`src/shared/crb_pkg.sv`:
```
// Shared constants and types for the CAN receive buffer block
package crb_pkg;

    // ************************************************************
    // Register map, byte addresses
    // ************************************************************
    localparam logic [3:0] BUF0_PAGE = 4'h0;
    localparam logic [3:0] BUF1_PAGE = 4'h1;
    localparam logic [3:0] IDX_CONTROL = 4'h0;
    localparam logic [3:0] IDX_IDENT_HIGH = 4'h1;
    localparam logic [3:0] IDX_IDENT_LOW = 4'h2;
    localparam logic [3:0] IDX_EXT_IDENT_HIGH = 4'h3;
    localparam logic [3:0] IDX_EXT_IDENT_LOW = 4'h4;
    localparam logic [3:0] IDX_LENGTH_CODE = 4'h5;
    localparam logic [3:0] IDX_DATA_FIRST = 4'h6;
    localparam logic [3:0] IDX_DATA_LAST = 4'hD;
    localparam logic [7:0] ADDR_ERROR_COUNT = 8'h20;
    localparam logic [7:0] ADDR_INT_STATUS = 8'h21;
    localparam logic [7:0] ADDR_INT_MASK = 8'h22;

    // ************************************************************
    // Field positions
    // ************************************************************
    localparam int CTRL_FULL_BIT = 7;
    localparam int CTRL_MODE_LSB = 5;
    localparam int CTRL_DBEN_BIT = 2;
    localparam int SIDL_SRR_BIT = 4;
    localparam int SIDL_EXTENDED_FRAME_FLAG_BIT = 3;
    localparam int DLC_RTR_BIT = 6;
    localparam int INT_RX0 = 0;
    localparam int INT_RX1 = 1;
    localparam int INT_OVERFLOW = 2;
    localparam int INT_PASSIVE = 3;

    // ************************************************************
    // Values after reset and counter limits
    // ************************************************************
    localparam logic [7:0] BYTE_ZERO = 8'h00;
    localparam logic [1:0] MODE_RESET = 2'b00;
    localparam logic [3:0] INT_RESET = 4'h0;
    localparam logic [7:0] REC_PASSIVE_LIMIT = 8'h7F;
    localparam logic [7:0] REC_RELOAD = 8'h78;
    localparam logic [7:0] REC_MAX = 8'hFF;
    localparam logic [7:0] REC_STEP_SEVERE = 8'h08;

    // ************************************************************
    // Enumerations and carriers
    // ************************************************************
    typedef enum logic [1:0] {
        MODE_ALL_VALID = 2'b00,
        MODE_STD_ONLY = 2'b01,
        MODE_EXT_ONLY = 2'b10,
        MODE_ALL = 2'b11
    } crb_mode_t;

    typedef struct packed {
        logic [28:0] ident;
        logic ext;
        logic rtr;
        logic err;
        logic [3:0] dlc;
        logic [2:0] filter;
        logic [63:0] data;
    } crb_frame_t;

    typedef struct packed {
        logic [7:0] addr;
        logic [7:0] wdata;
        logic wr;
        logic rd;
    } crb_bus_t;

    typedef struct packed {
        logic rx_error;
        logic rx_error_severe;
        logic rx_success;
    } crb_err_t;

endpackage

```
`src/rtl/crb_top.sv`:
```
// Two CAN receive buffers with error counter, register port and interrupt
//
// How it works
// full flag set on store, software clears
// mode selects all valid, standard, extended or all
// buffer 0 overflow goes to buffer 1 only enabled
// jump offset bit reads double buffer enable
// buffer 0 hit bit names filter 0 or 1
// buffer 1 hit field holds filter code
// control remote flag follows stored frame
// standard identifier packs high byte, low bits
// extended identifier top bits fill same bytes
// extended registers hold identifier low sixteen
// substitute remote bit zero when extended frame
// length register keeps remote request bit
// length code stored as received, codes 9+ invalid
// eight data bytes per buffer, in order
// error counter read-only, above 127 passive
// error counter never causes bus-off
// unimplemented bits read zero
// store only into empty buffer, then full
// full and mode kept separately per buffer
//
// The address map and the plain strobed port were chosen for this implementation.
`timescale 1ns/1ps
`default_nettype none
module crb_top import crb_pkg::*; (
    // Clock and reset
    input wire logic CLK,
    input wire logic RESET,
    // Register port
    input wire crb_bus_t BUS,
    output logic [7:0] RDATA,
    // Frames from the protocol engine
    input wire logic FRAME_VALID,
    input wire crb_frame_t FRAME,
    input wire crb_err_t ERR_EVENT,
    // Status
    output logic ERROR_PASSIVE,
    output logic IRQ
);

    // ************************************************************
    // Acceptance check
    // ************************************************************
    function automatic logic mode_accepts(input logic [1:0] mode, input logic ext,
                                          input logic err);
        logic ok;
        ok = 1'b0;
        unique case (crb_mode_t'(mode))
            MODE_ALL: ok = 1'b1;
            MODE_EXT_ONLY: ok = ~err & ext;
            MODE_STD_ONLY: ok = ~err & ~ext;
            MODE_ALL_VALID: ok = ~err;
        endcase
        return ok;
    endfunction

    // ************************************************************
    // State
    // ************************************************************
    logic full0;
    logic full1;
    logic [1:0] mode0;
    logic [1:0] mode1;
    logic dben;
    logic hit0;
    logic [2:0] hit1;
    logic [7:0] rec;
    logic [3:0] int_status;
    logic [3:0] int_mask;
    logic rtr0;
    logic rtr1;
    logic [7:0] slot0_byte;
    logic [7:0] slot1_byte;

    // ************************************************************
    // Decode
    // ************************************************************
    wire logic [3:0] page = BUS.addr[7:4];
    wire logic [3:0] idx = BUS.addr[3:0];
    wire logic sel0 = page == BUF0_PAGE;
    wire logic sel1 = page == BUF1_PAGE;
    wire logic wr_ctrl0 = BUS.wr && sel0 && idx == IDX_CONTROL;
    wire logic wr_ctrl1 = BUS.wr && sel1 && idx == IDX_CONTROL;
    wire logic wr_status = BUS.wr && BUS.addr == ADDR_INT_STATUS;
    wire logic wr_mask = BUS.wr && BUS.addr == ADDR_INT_MASK;
    // Clearable bit: writing zero releases the buffer, writing one does nothing
    wire logic clr0 = wr_ctrl0 && !BUS.wdata[CTRL_FULL_BIT];
    wire logic clr1 = wr_ctrl1 && !BUS.wdata[CTRL_FULL_BIT];

    // ************************************************************
    // Routing of a received frame
    // ************************************************************
    wire logic to_buf0 = FRAME.filter < 3'd2;
    wire logic ok0 = mode_accepts(mode0, FRAME.ext, FRAME.err);
    wire logic ok1 = mode_accepts(mode1, FRAME.ext, FRAME.err);
    wire logic store0 = FRAME_VALID && to_buf0 && ok0 && !full0;
    wire logic spill = FRAME_VALID && to_buf0 && ok0 && full0 && dben;
    wire logic store1 = !full1 && ok1 && (spill || (FRAME_VALID && !to_buf0));
    wire logic lost = FRAME_VALID && !store0 && !store1
                      && ((to_buf0 && ok0) || (!to_buf0 && ok1));

    // ************************************************************
    // Control registers
    // ************************************************************
    wire logic [7:0] ctrl0_image = {full0, mode0, 1'b0, rtr0, dben, dben, hit0};
    wire logic [7:0] ctrl1_image = {full1, mode1, 1'b0, rtr1, hit1};

    always_ff @(posedge CLK) begin
        if (RESET) begin
            full0 <= 1'b0;
            full1 <= 1'b0;
        end else begin
            // A store in the clearing cycle wins
            full0 <= store0 | (full0 & ~clr0);
            full1 <= store1 | (full1 & ~clr1);
        end
    end

    always_ff @(posedge CLK) begin
        if (RESET) begin
            mode0 <= MODE_RESET;
            mode1 <= MODE_RESET;
            dben <= 1'b0;
        end else begin
            if (wr_ctrl0) begin
                mode0 <= BUS.wdata[CTRL_MODE_LSB +: 2];
                dben <= BUS.wdata[CTRL_DBEN_BIT];
            end
            if (wr_ctrl1) begin
                mode1 <= BUS.wdata[CTRL_MODE_LSB +: 2];
            end
        end
    end

    always_ff @(posedge CLK) begin
        if (RESET) begin
            hit0 <= 1'b0;
            hit1 <= 3'b000;
        end else begin
            if (store0) begin
                hit0 <= FRAME.filter[0];
            end
            if (store1) begin
                hit1 <= FRAME.filter;
            end
        end
    end

    // ************************************************************
    // Buffer storage
    // ************************************************************
    crb_rx_slot u_slot0 (
        .clk(CLK),
        .reset(RESET),
        .load(store0),
        .frame(FRAME),
        .wr_en(BUS.wr && sel0),
        .wr_idx(idx),
        .wr_data(BUS.wdata),
        .rd_idx(idx),
        .rd_byte(slot0_byte),
        .rtr_flag(rtr0)
    );

    crb_rx_slot u_slot1 (
        .clk(CLK),
        .reset(RESET),
        .load(store1),
        .frame(FRAME),
        .wr_en(BUS.wr && sel1),
        .wr_idx(idx),
        .wr_data(BUS.wdata),
        .rd_idx(idx),
        .rd_byte(slot1_byte),
        .rtr_flag(rtr1)
    );

    // ************************************************************
    // Receive error counter
    // ************************************************************
    logic [7:0] next_rec;

    always_comb begin
        next_rec = rec;
        if (ERR_EVENT.rx_error_severe) begin
            next_rec = (rec > REC_MAX - REC_STEP_SEVERE) ? REC_MAX : rec + REC_STEP_SEVERE;
        end else if (ERR_EVENT.rx_error) begin
            next_rec = (rec == REC_MAX) ? REC_MAX : rec + 8'h01;
        end else if (ERR_EVENT.rx_success) begin
            if (rec > REC_PASSIVE_LIMIT) begin
                next_rec = REC_RELOAD;
            end else if (rec != BYTE_ZERO) begin
                next_rec = rec - 8'h01;
            end
        end
    end

    // Saturates instead of wrapping, so it can only reach error passive
    always_ff @(posedge CLK) begin
        if (RESET) begin
            rec <= BYTE_ZERO;
            ERROR_PASSIVE <= 1'b0;
        end else begin
            rec <= next_rec;
            ERROR_PASSIVE <= next_rec > REC_PASSIVE_LIMIT;
        end
    end

    // ************************************************************
    // Interrupt status and mask
    // ************************************************************
    wire logic [3:0] int_events = {
        !ERROR_PASSIVE && next_rec > REC_PASSIVE_LIMIT, lost, store1, store0
    };

    always_ff @(posedge CLK) begin
        if (RESET) begin
            int_status <= INT_RESET;
            int_mask <= INT_RESET;
            IRQ <= 1'b0;
        end else begin
            int_status <= int_events | (int_status & ~(wr_status ? BUS.wdata[3:0] : 4'h0));
            if (wr_mask) begin
                int_mask <= BUS.wdata[3:0];
            end
            IRQ <= |(int_status & int_mask);
        end
    end

    // ************************************************************
    // Read port, data one cycle after the strobe
    // ************************************************************
    logic [7:0] next_rdata;

    always_comb begin
        next_rdata = BYTE_ZERO;
        if (sel0) begin
            next_rdata = (idx == IDX_CONTROL) ? ctrl0_image : slot0_byte;
        end else if (sel1) begin
            next_rdata = (idx == IDX_CONTROL) ? ctrl1_image : slot1_byte;
        end else if (BUS.addr == ADDR_ERROR_COUNT) begin
            next_rdata = rec;
        end else if (BUS.addr == ADDR_INT_STATUS) begin
            next_rdata = {4'h0, int_status};
        end else if (BUS.addr == ADDR_INT_MASK) begin
            next_rdata = {4'h0, int_mask};
        end
    end

    // Read data stand only in the cycle after the strobe
    always_ff @(posedge CLK) begin
        if (RESET) begin
            RDATA <= BYTE_ZERO;
        end else begin
            RDATA <= BUS.rd ? next_rdata : BYTE_ZERO;
        end
    end
endmodule
`default_nettype wire

```
`src/rtl/crb_rx_slot.sv`:
```
// Storage of one receive buffer: identifier, length code and data bytes
`timescale 1ns/1ps
`default_nettype none
module crb_rx_slot import crb_pkg::*; (
    // Clock and reset
    input wire logic clk,
    input wire logic reset,
    // Frame load
    input wire logic load,
    input wire crb_frame_t frame,
    // Software access
    input wire logic wr_en,
    input wire logic [3:0] wr_idx,
    input wire logic [7:0] wr_data,
    input wire logic [3:0] rd_idx,
    output logic [7:0] rd_byte,
    output logic rtr_flag
);

    // ************************************************************
    // Storage
    // ************************************************************
    logic [7:0] ident_high;
    logic [2:0] ident_low3;
    logic ext_flag;
    logic [1:0] ext_mid;
    logic [7:0] ext_high;
    logic [7:0] ext_low;
    logic len_rtr;
    logic [3:0] len_code;
    logic [7:0] data_mem [0:7];
    logic [2:0] wr_slot;
    logic [2:0] rd_slot;
    logic [7:0] sidl_image;

    assign wr_slot = 3'(wr_idx - IDX_DATA_FIRST);
    assign rd_slot = 3'(rd_idx - IDX_DATA_FIRST);
    // Substitute remote bit is derived, never stored
    assign sidl_image = {ident_low3, ~ext_flag & rtr_flag, ext_flag, 1'b0, ext_mid};

    always_ff @(posedge clk) begin
        if (reset) begin
            rtr_flag <= 1'b0;
        end else if (load) begin
            rtr_flag <= frame.rtr;
        end
    end

    always_ff @(posedge clk) begin
        if (load) begin
            if (frame.ext) begin
                ident_high <= frame.ident[28:21];
                ident_low3 <= frame.ident[20:18];
                ext_mid <= frame.ident[17:16];
                ext_high <= frame.ident[15:8];
                ext_low <= frame.ident[7:0];
            end else begin
                ident_high <= frame.ident[10:3];
                ident_low3 <= frame.ident[2:0];
                ext_mid <= 2'b00;
                ext_high <= BYTE_ZERO;
                ext_low <= BYTE_ZERO;
            end
            ext_flag <= frame.ext;
            len_rtr <= frame.rtr;
            len_code <= frame.dlc;
            for (int m = 0; m < 8; m++) begin
                data_mem[m] <= frame.data[8*m +: 8];
            end
        end else if (wr_en) begin
            if (wr_idx == IDX_IDENT_HIGH) begin
                ident_high <= wr_data;
            end
            if (wr_idx == IDX_IDENT_LOW) begin
                ident_low3 <= wr_data[7:5];
                ext_flag <= wr_data[SIDL_EXTENDED_FRAME_FLAG_BIT];
                ext_mid <= wr_data[1:0];
            end
            if (wr_idx == IDX_EXT_IDENT_HIGH) begin
                ext_high <= wr_data;
            end
            if (wr_idx == IDX_EXT_IDENT_LOW) begin
                ext_low <= wr_data;
            end
            if (wr_idx == IDX_LENGTH_CODE) begin
                len_rtr <= wr_data[DLC_RTR_BIT];
                len_code <= wr_data[3:0];
            end
            if (wr_idx >= IDX_DATA_FIRST && wr_idx <= IDX_DATA_LAST) begin
                data_mem[wr_slot] <= wr_data;
            end
        end
    end

    // ************************************************************
    // Read selection
    // ************************************************************
    always_comb begin
        rd_byte = BYTE_ZERO;
        if (rd_idx == IDX_IDENT_HIGH) begin
            rd_byte = ident_high;
        end else if (rd_idx == IDX_IDENT_LOW) begin
            rd_byte = sidl_image;
        end else if (rd_idx == IDX_EXT_IDENT_HIGH) begin
            rd_byte = ext_high;
        end else if (rd_idx == IDX_EXT_IDENT_LOW) begin
            rd_byte = ext_low;
        end else if (rd_idx == IDX_LENGTH_CODE) begin
            rd_byte = {1'b0, len_rtr, 2'b00, len_code};
        end else if (rd_idx >= IDX_DATA_FIRST && rd_idx <= IDX_DATA_LAST) begin
            rd_byte = data_mem[rd_slot];
        end
    end

endmodule
`default_nettype wire

```
`config.mk`:
```
export PLATFORM = sky130hd
export DESIGN_NAME = crb_top
export DESIGN_NICKNAME = d
export VERILOG_FILES = /design/src/shared/crb_pkg.sv /design/src/rtl/crb_top.sv /design/src/rtl/crb_rx_slot.sv
export SDC_FILE = /design/constraint.sdc
export NUM_CORES = 1
export LEC_CHECK = 0
export BUFFER_PORTS_ARGS = -buffer_cell sky130_fd_sc_hd__buf_2
export CELL_PAD_IN_SITES_DETAIL_PLACEMENT = 1
export CELL_PAD_IN_SITES_GLOBAL_PLACEMENT = 2
export CORE_UTILIZATION = 40
export DETAILED_ROUTE_END_ITERATION = 12
export PLACE_DENSITY_LB_ADDON = 0.25
export SLEW_MARGIN = 20
export SYNTH_ARGS = -nofsm -noshare
export SYNTH_HDL_FRONTEND = slang
export SYNTH_HIERARCHICAL = 1
export SYNTH_SLANG_ARGS = --single-unit
```
`constraint.sdc`:
```
create_clock -name CLK -period 4.29 [get_ports CLK]
set_clock_uncertainty 0.2 [all_clocks]
set_input_delay 0.6435 -clock CLK [delete_from_list [all_inputs] [get_ports CLK]]
set_output_delay 0.6435 -clock CLK [all_outputs]
set_load 0.01 [all_outputs]
```
# [After elaboration in Yosys (flattened, before gate mapping)]
# Memory sizes are Yosys's and may differ from the RTL's.
# Index checks and enable logic that the tools add are counted.
[totals] output_inout_bits=10 n_memories=2 mem_bits_rw=128 rom_bits=0 reg_bits=109 latch_bits=0 wordCells=232 in_bits=127
[op_classes] addsub=4 reduce_logical=63 order_cmp=6 shifts=0 mux=91 n_eq_ne=16 div=0 bitwise=19 multipliers=0
[mem_list] name="u_slot0.data_mem" words=8 width=8 read_ports=1 rd_ports_with_merged_regs=0 wr=8 line="crb_rx_slot.sv:31" rtl="logic [7:0] data_mem [0:7];"
[mem_list] name="u_slot1.data_mem" words=8 width=8 read_ports=1 rd_ports_with_merged_regs=0 wr=8 line="crb_rx_slot.sv:31"
[op_table] op="$mux W8" n=44
[op_table] op="$mux W4" n=8
[op_table] op="$eq A8 B6 Y1 const B" n=3
[op_table] op="$mux W3" n=8
[op_table] op="$reduce_bool A2 Y1" n=12
[op_table] op="$logic_and A1 B1 Y1" n=23
[op_table] op="$mux W1" n=23
[op_table] op="$reduce_and A2 Y1" n=10
[op_table] op="$gt A8 B7 Y1 const B" n=2
[op_table] op="$reduce_or A8 Y1" n=2
[op_table] op="$mux W2" n=6
[op_table] op="$add A8 B1 Y8 const B" n=1
[op_table] op="$add A8 B4 Y8 const B" n=1
[op_table] op="$and A4 B4 Y4" n=2
[op_table] op="$eq A2 B2 Y1 const B" n=4
[op_table] op="$eq A4 B1 Y1 const B" n=2
[op_table] op="$eq A4 B2 Y1 const B" n=2
[op_table] op="$eq A4 B3 Y1 const B" n=2
[op_table] op="$eq A8 B8 Y1 const B" n=1
[op_table] op="$gt A8 B8 Y1 const B" n=1
[op_table] op="$logic_not A4 Y1" n=2
[op_table] op="$pmux W1 S4" n=2
[op_table] op="$reduce_bool A8 Y1" n=1
[op_table] op="$sub A8 B1 Y8 const B" n=1
[op_table] op="15 further kinds" n=36

# [Depth between registers and ports, before layout]
[logic_depth] depth_word=12 mapped_depth=11 mapped_depth_nobuf=8

# [Hierarchy]
# The synthesis kept the hierarchy.
[by_module_without_submodules] module="crb_rx_slot at u_slot0" area_each_um2=5432.7 instances=1 cells_each=416
[by_module_without_submodules] module="crb_rx_slot at u_slot1" area_each_um2=5383.9 instances=1 cells_each=403
[by_module_without_submodules] module="crb_top" area_each_um2=2351.0 instances=1 cells_each=284

# [Worst setup path before layout]
# Ideal clock, no wire load.
[synth_timing] path_kind="input -> register" startpoint="input port FRAME[71] in the netlist's numbering" endpoint="memory u_slot1.data_mem[2][0], data pin" setup_time_ps=260 stages=11 required_ps=3830 t_arrival_ps=2785 n_path_buf=3 slack_ps=1045 cell_sequence="or3b_1 -> a31o_1 -> a2111o_1 -> buf_6 -> inv_1 -> buf_6 -> nor2_1 -> and3_1 -> buf_2 -> nand2_2 -> mux2_2"
[synth_rtl] element="from (decl)" line="crb_top.sv:36" rtl="input wire crb_frame_t FRAME,"
[synth_rtl] element="to (decl)" line="crb_rx_slot.sv:31"

==> impl_metrics.csv <==
group,metric,value,unit
sta,fin_tns_setup,0,ps
clock_network,cts_resized,0,
synth,ys_seq_area_share,51.1,%
pwr,power_leakage,5.95,nW
worst_setup_path,r2r_slack,770,ps
pwr,p_per_area,386,nW/um2
synth,synthesis.instances,1103,
die,dieWidth,183,um
synth,synth_top_area_cell,"edfxtp_1",
clock_network,cts_buffers,29,
pwr,p_sw,1.49,mW
worst_setup_path,startpoint_type,"flop",
placement,dp_hpwl,33400,um
pwr,ir_drop,310,uV
run,maxCapViolCount,0,
die,start_util,40.6,%
synth,syn_area_per_cell,11.9,um2
sta,setup_viol,0,
global_route,grt_antenna_before_repair,0,
global_route,grt_pass1_vias,10071,
synth,synth_cell_types,80,
pwr,p_seq_share,44.8,%
finish,stdcell_count,1692,
routing,drtAntennaViolNets,0,
clock_network,htree_levels,1,
placement,portBuffers,136,
pwr,p_clk_share,42.8,%
global_route,grt_use_met2,46.4,%
global_route,grt_first_pass_wirelength,66000,um
synth,synth_edf_count,198,
worst_setup_path,worstSetupPathType,"flop to flop",
die,die-area,33600,um2
clock_network,holdBufCountCts,0,
clock_network,cts_tree,"built",
synth,synthFlopType,"edfxtp_1",
die,core_area,32500,um2
sta,timing.hold.ws,153,ps
sta,hold_viol_final,0,
die,die_h,183,um
finish,diodes,0,
placement,placedCellCount,1640,
routing,post_drt_wl_per_cell,27.1,um
sta,min_period,3520,ps
sta,timing.fmax,0.284,GHz
clock_network,clk_pin_slew_worst_paths,60,ps
outcome,status,"finished, final reports clean",
pwr,p_int,4.40,mW
sta,tightest_slew,1090,ps
routing,vias,9974,
clock_network,postCtsSetupBuffers,0,
routing,drt_iter0_drc,833,
synth,synth_nets,1235,
synth,netlist_top_cells_area,"edfxtp_1 (45%), mux2_2 (12%), mux2i_1 (7.1%)",
sta,report.final.slew_viol_count,0,
synth,yosysTopAreaCellShare,45.2,%
finish,drive_above_1_share,30.6,%
global_route,grtUsageTotal,27.1,%
placement,gp_congestion,0.884,
sta,min_period_over_period,82.0,%
routing,firstDrtPassIters,5,
clock_network,clock_latency,550,ps
finish,syn2layout_area_growth,15.7,%
worst_setup_path,worst-path-max-fanout,19,
routing,wirelength,45900,um
worst_setup_path,end_kind,"flop",
synth,synthArstFlopShare,0,%
global_route,top_usage_layer,"met2",
global_route,gr-total-overflow,0,
clock_network,cts_buffer_depth,3,
routing,vias_per_cell,5.89,
clock_network,clock_sink_count,237,
synth,yosysWarnings,6,
pwr,pwr-share-comb,12.4,%
die,ios,137,
synth,ys_ff_latch,237,
routing,drc,0,
die,std_cell_rows,66,
worst_setup_path,crit_arrival,3540,ps
global_route,grtUsageMet1,34.3,%
sta,maxSlewHeadroom,26.2,%
sta,rsz0062_at_grt,"false",
synth,synth_area,13200,um2
pwr,total_power,5.88,mW
worst_setup_path,crit_required,4310,ps
finish,nets,1361,
global_route,grt_use_met3,4.46,%
global_route,grt_max_degree,59,
clock_network,root_buffer,"clkbuf_16",
worst_hold_path,hold_class,"input port to flop",
pwr,swShare,25.3,%
==> path summary, 6_finish.rpt <==
kind	endpoint	start	depth (start not counted)
max	u_slot1/data_mem[3][2]	mode0[0]	8
min	hit1[2]	FRAME[66]	3
max reg2reg	u_slot1/data_mem[3][2]	mode0[0]	8
min reg2reg	int_status[3]	ERROR_PASSIVE	2
==> sequential cells by signal, indices dropped and copies added, names as in the netlist, 2 cells and up <==
| signal | flops |
|---|---|
| u_slot1/ext_high | 8 |
| u_slot0/ext_high | 8 |
| mode0 | 2 |
| RDATA | 8 |
| u_slot0/len_code | 4 |
| hit1 | 3 |
| u_slot1/ext_mid | 2 |
| u_slot1/data_mem | 64 |
| u_slot1/len_code | 4 |
| u_slot0/ident_low3 | 3 |
| u_slot0/ident_high | 8 |
| mode1 | 2 |
| u_slot0/ext_mid | 2 |
| u_slot1/ident_low3 | 3 |
| u_slot0/ext_low | 8 |
| int_status | 4 |
| rec | 8 |
| int_mask | 4 |
| u_slot0/data_mem | 64 |
| u_slot1/ext_low | 8 |
| u_slot1/ident_high | 8 |
==> routing by layer <==
| layer | wire length [um] | vias up |
|---|---|---|
| li1 | - | 4495 |
| met1 | 19000 | 5056 |
| met2 | 22600 | 335 |
| met3 | 2710 | 88 |
| met4 | 1610 | 0 |
| met5 | 0 | - |
==> layout make-up <==
class | count | area (um2)
sequential | 237 | 6730
fill | 3482 | 17200
timing repair buffer | 163 | 886
tap | 442 | 553
multi-input combinational | 772 | 6010
clock buffer | 35 | 748
clock inverter | 17 | 216
inverter | 26 | 103
==> per-stage QoR <==
step	setup slack (ps)	cell area [um2]	util, %
after floorplan	1040	13200	-
after global placement	400	14300	44.0
after detailed placement	306	14300	44.0
after CTS	752	15200	47.0
after global routing	565	15200	47.0
final	773	15200	47.0
==> critical path: stages (launching register included) <==
cell and delay, ps:
dfxtp_1 350, or3b_1 410, a31o_1 210, a2111o_1 560, inv_1 290, inv_6 160, nand4_4 150, or3_1 480
nand2_1 360
==> power groups by stage <==
stage | combinational, mW | clock, mW | sequential [mW]
2_1_floorplan | 0.429 | 0 | 2.65
3_3_place_gp | 0.706 | 0 | 2.68
3_5_place_dp | 0.715 | 0 | 2.68
4_1_cts | 0.721 | 2.56 | 2.64
5_1_grt | 0.773 | 2.64 | 2.64
6_report | 0.728 | 2.52 | 2.64
==> Yosys cell counts, drive strengths merged (26+ instances only) <==
library cell  number
a21o              42
a21oi             37
buf               42
clkbuf            26
dfxtp             39
edfxtp           198
inv               26
mux2             146
mux2i             93
nand2             86
nand3             26
nor2              52
nor2b             37
o21ai             37
==> placed cells by master, fill, tap and decap left out, types with 5 or more instances in the layout <==
cell	instances
edfxtp_1	198
mux2_2	136
buf_2	135
mux2i_1	93
nand2_1	80
nor2_1	49
a21o_1	42
dfxtp_1	39
nor2b_1	37
a21oi_1	37
o21ai_0	34
clkbuf_16	29
buf_4	28
nand3_1	25
inv_1	24
a22oi_1	20
nand2b_1	19
o22ai_1	14
o221ai_1	11
nor3_1	10
a31oi_1	9
a32oi_1	9
o21bai_1	8
mux2_4	8
a211oi_1	7
and3_1	7
o211ai_1	7
clkbuf_1	6
clkinv_1	6
mux4_2	6
nand2_2	6
or3_1	5
a221oi_1	5
o32ai_1	5
ha_1	5
bufinv_16	5
a22o_1	5
==> cell families after synthesis <==
| logic type | synth area share [%] |
|---|---|
| XOR/XNOR | 0.200 |
| multiplexers | 20.8 |
| adder cells (fa/ha/maj) | 0.475 |
| AND/OR/NAND/NOR | 11.0 |
| flip-flops | 51.1 |
| buffers and inverters | 3.39 |
| AO/OA/AOI/OAI | 13.0 |
No activity file was read; power rests on OpenSTA's default activity.
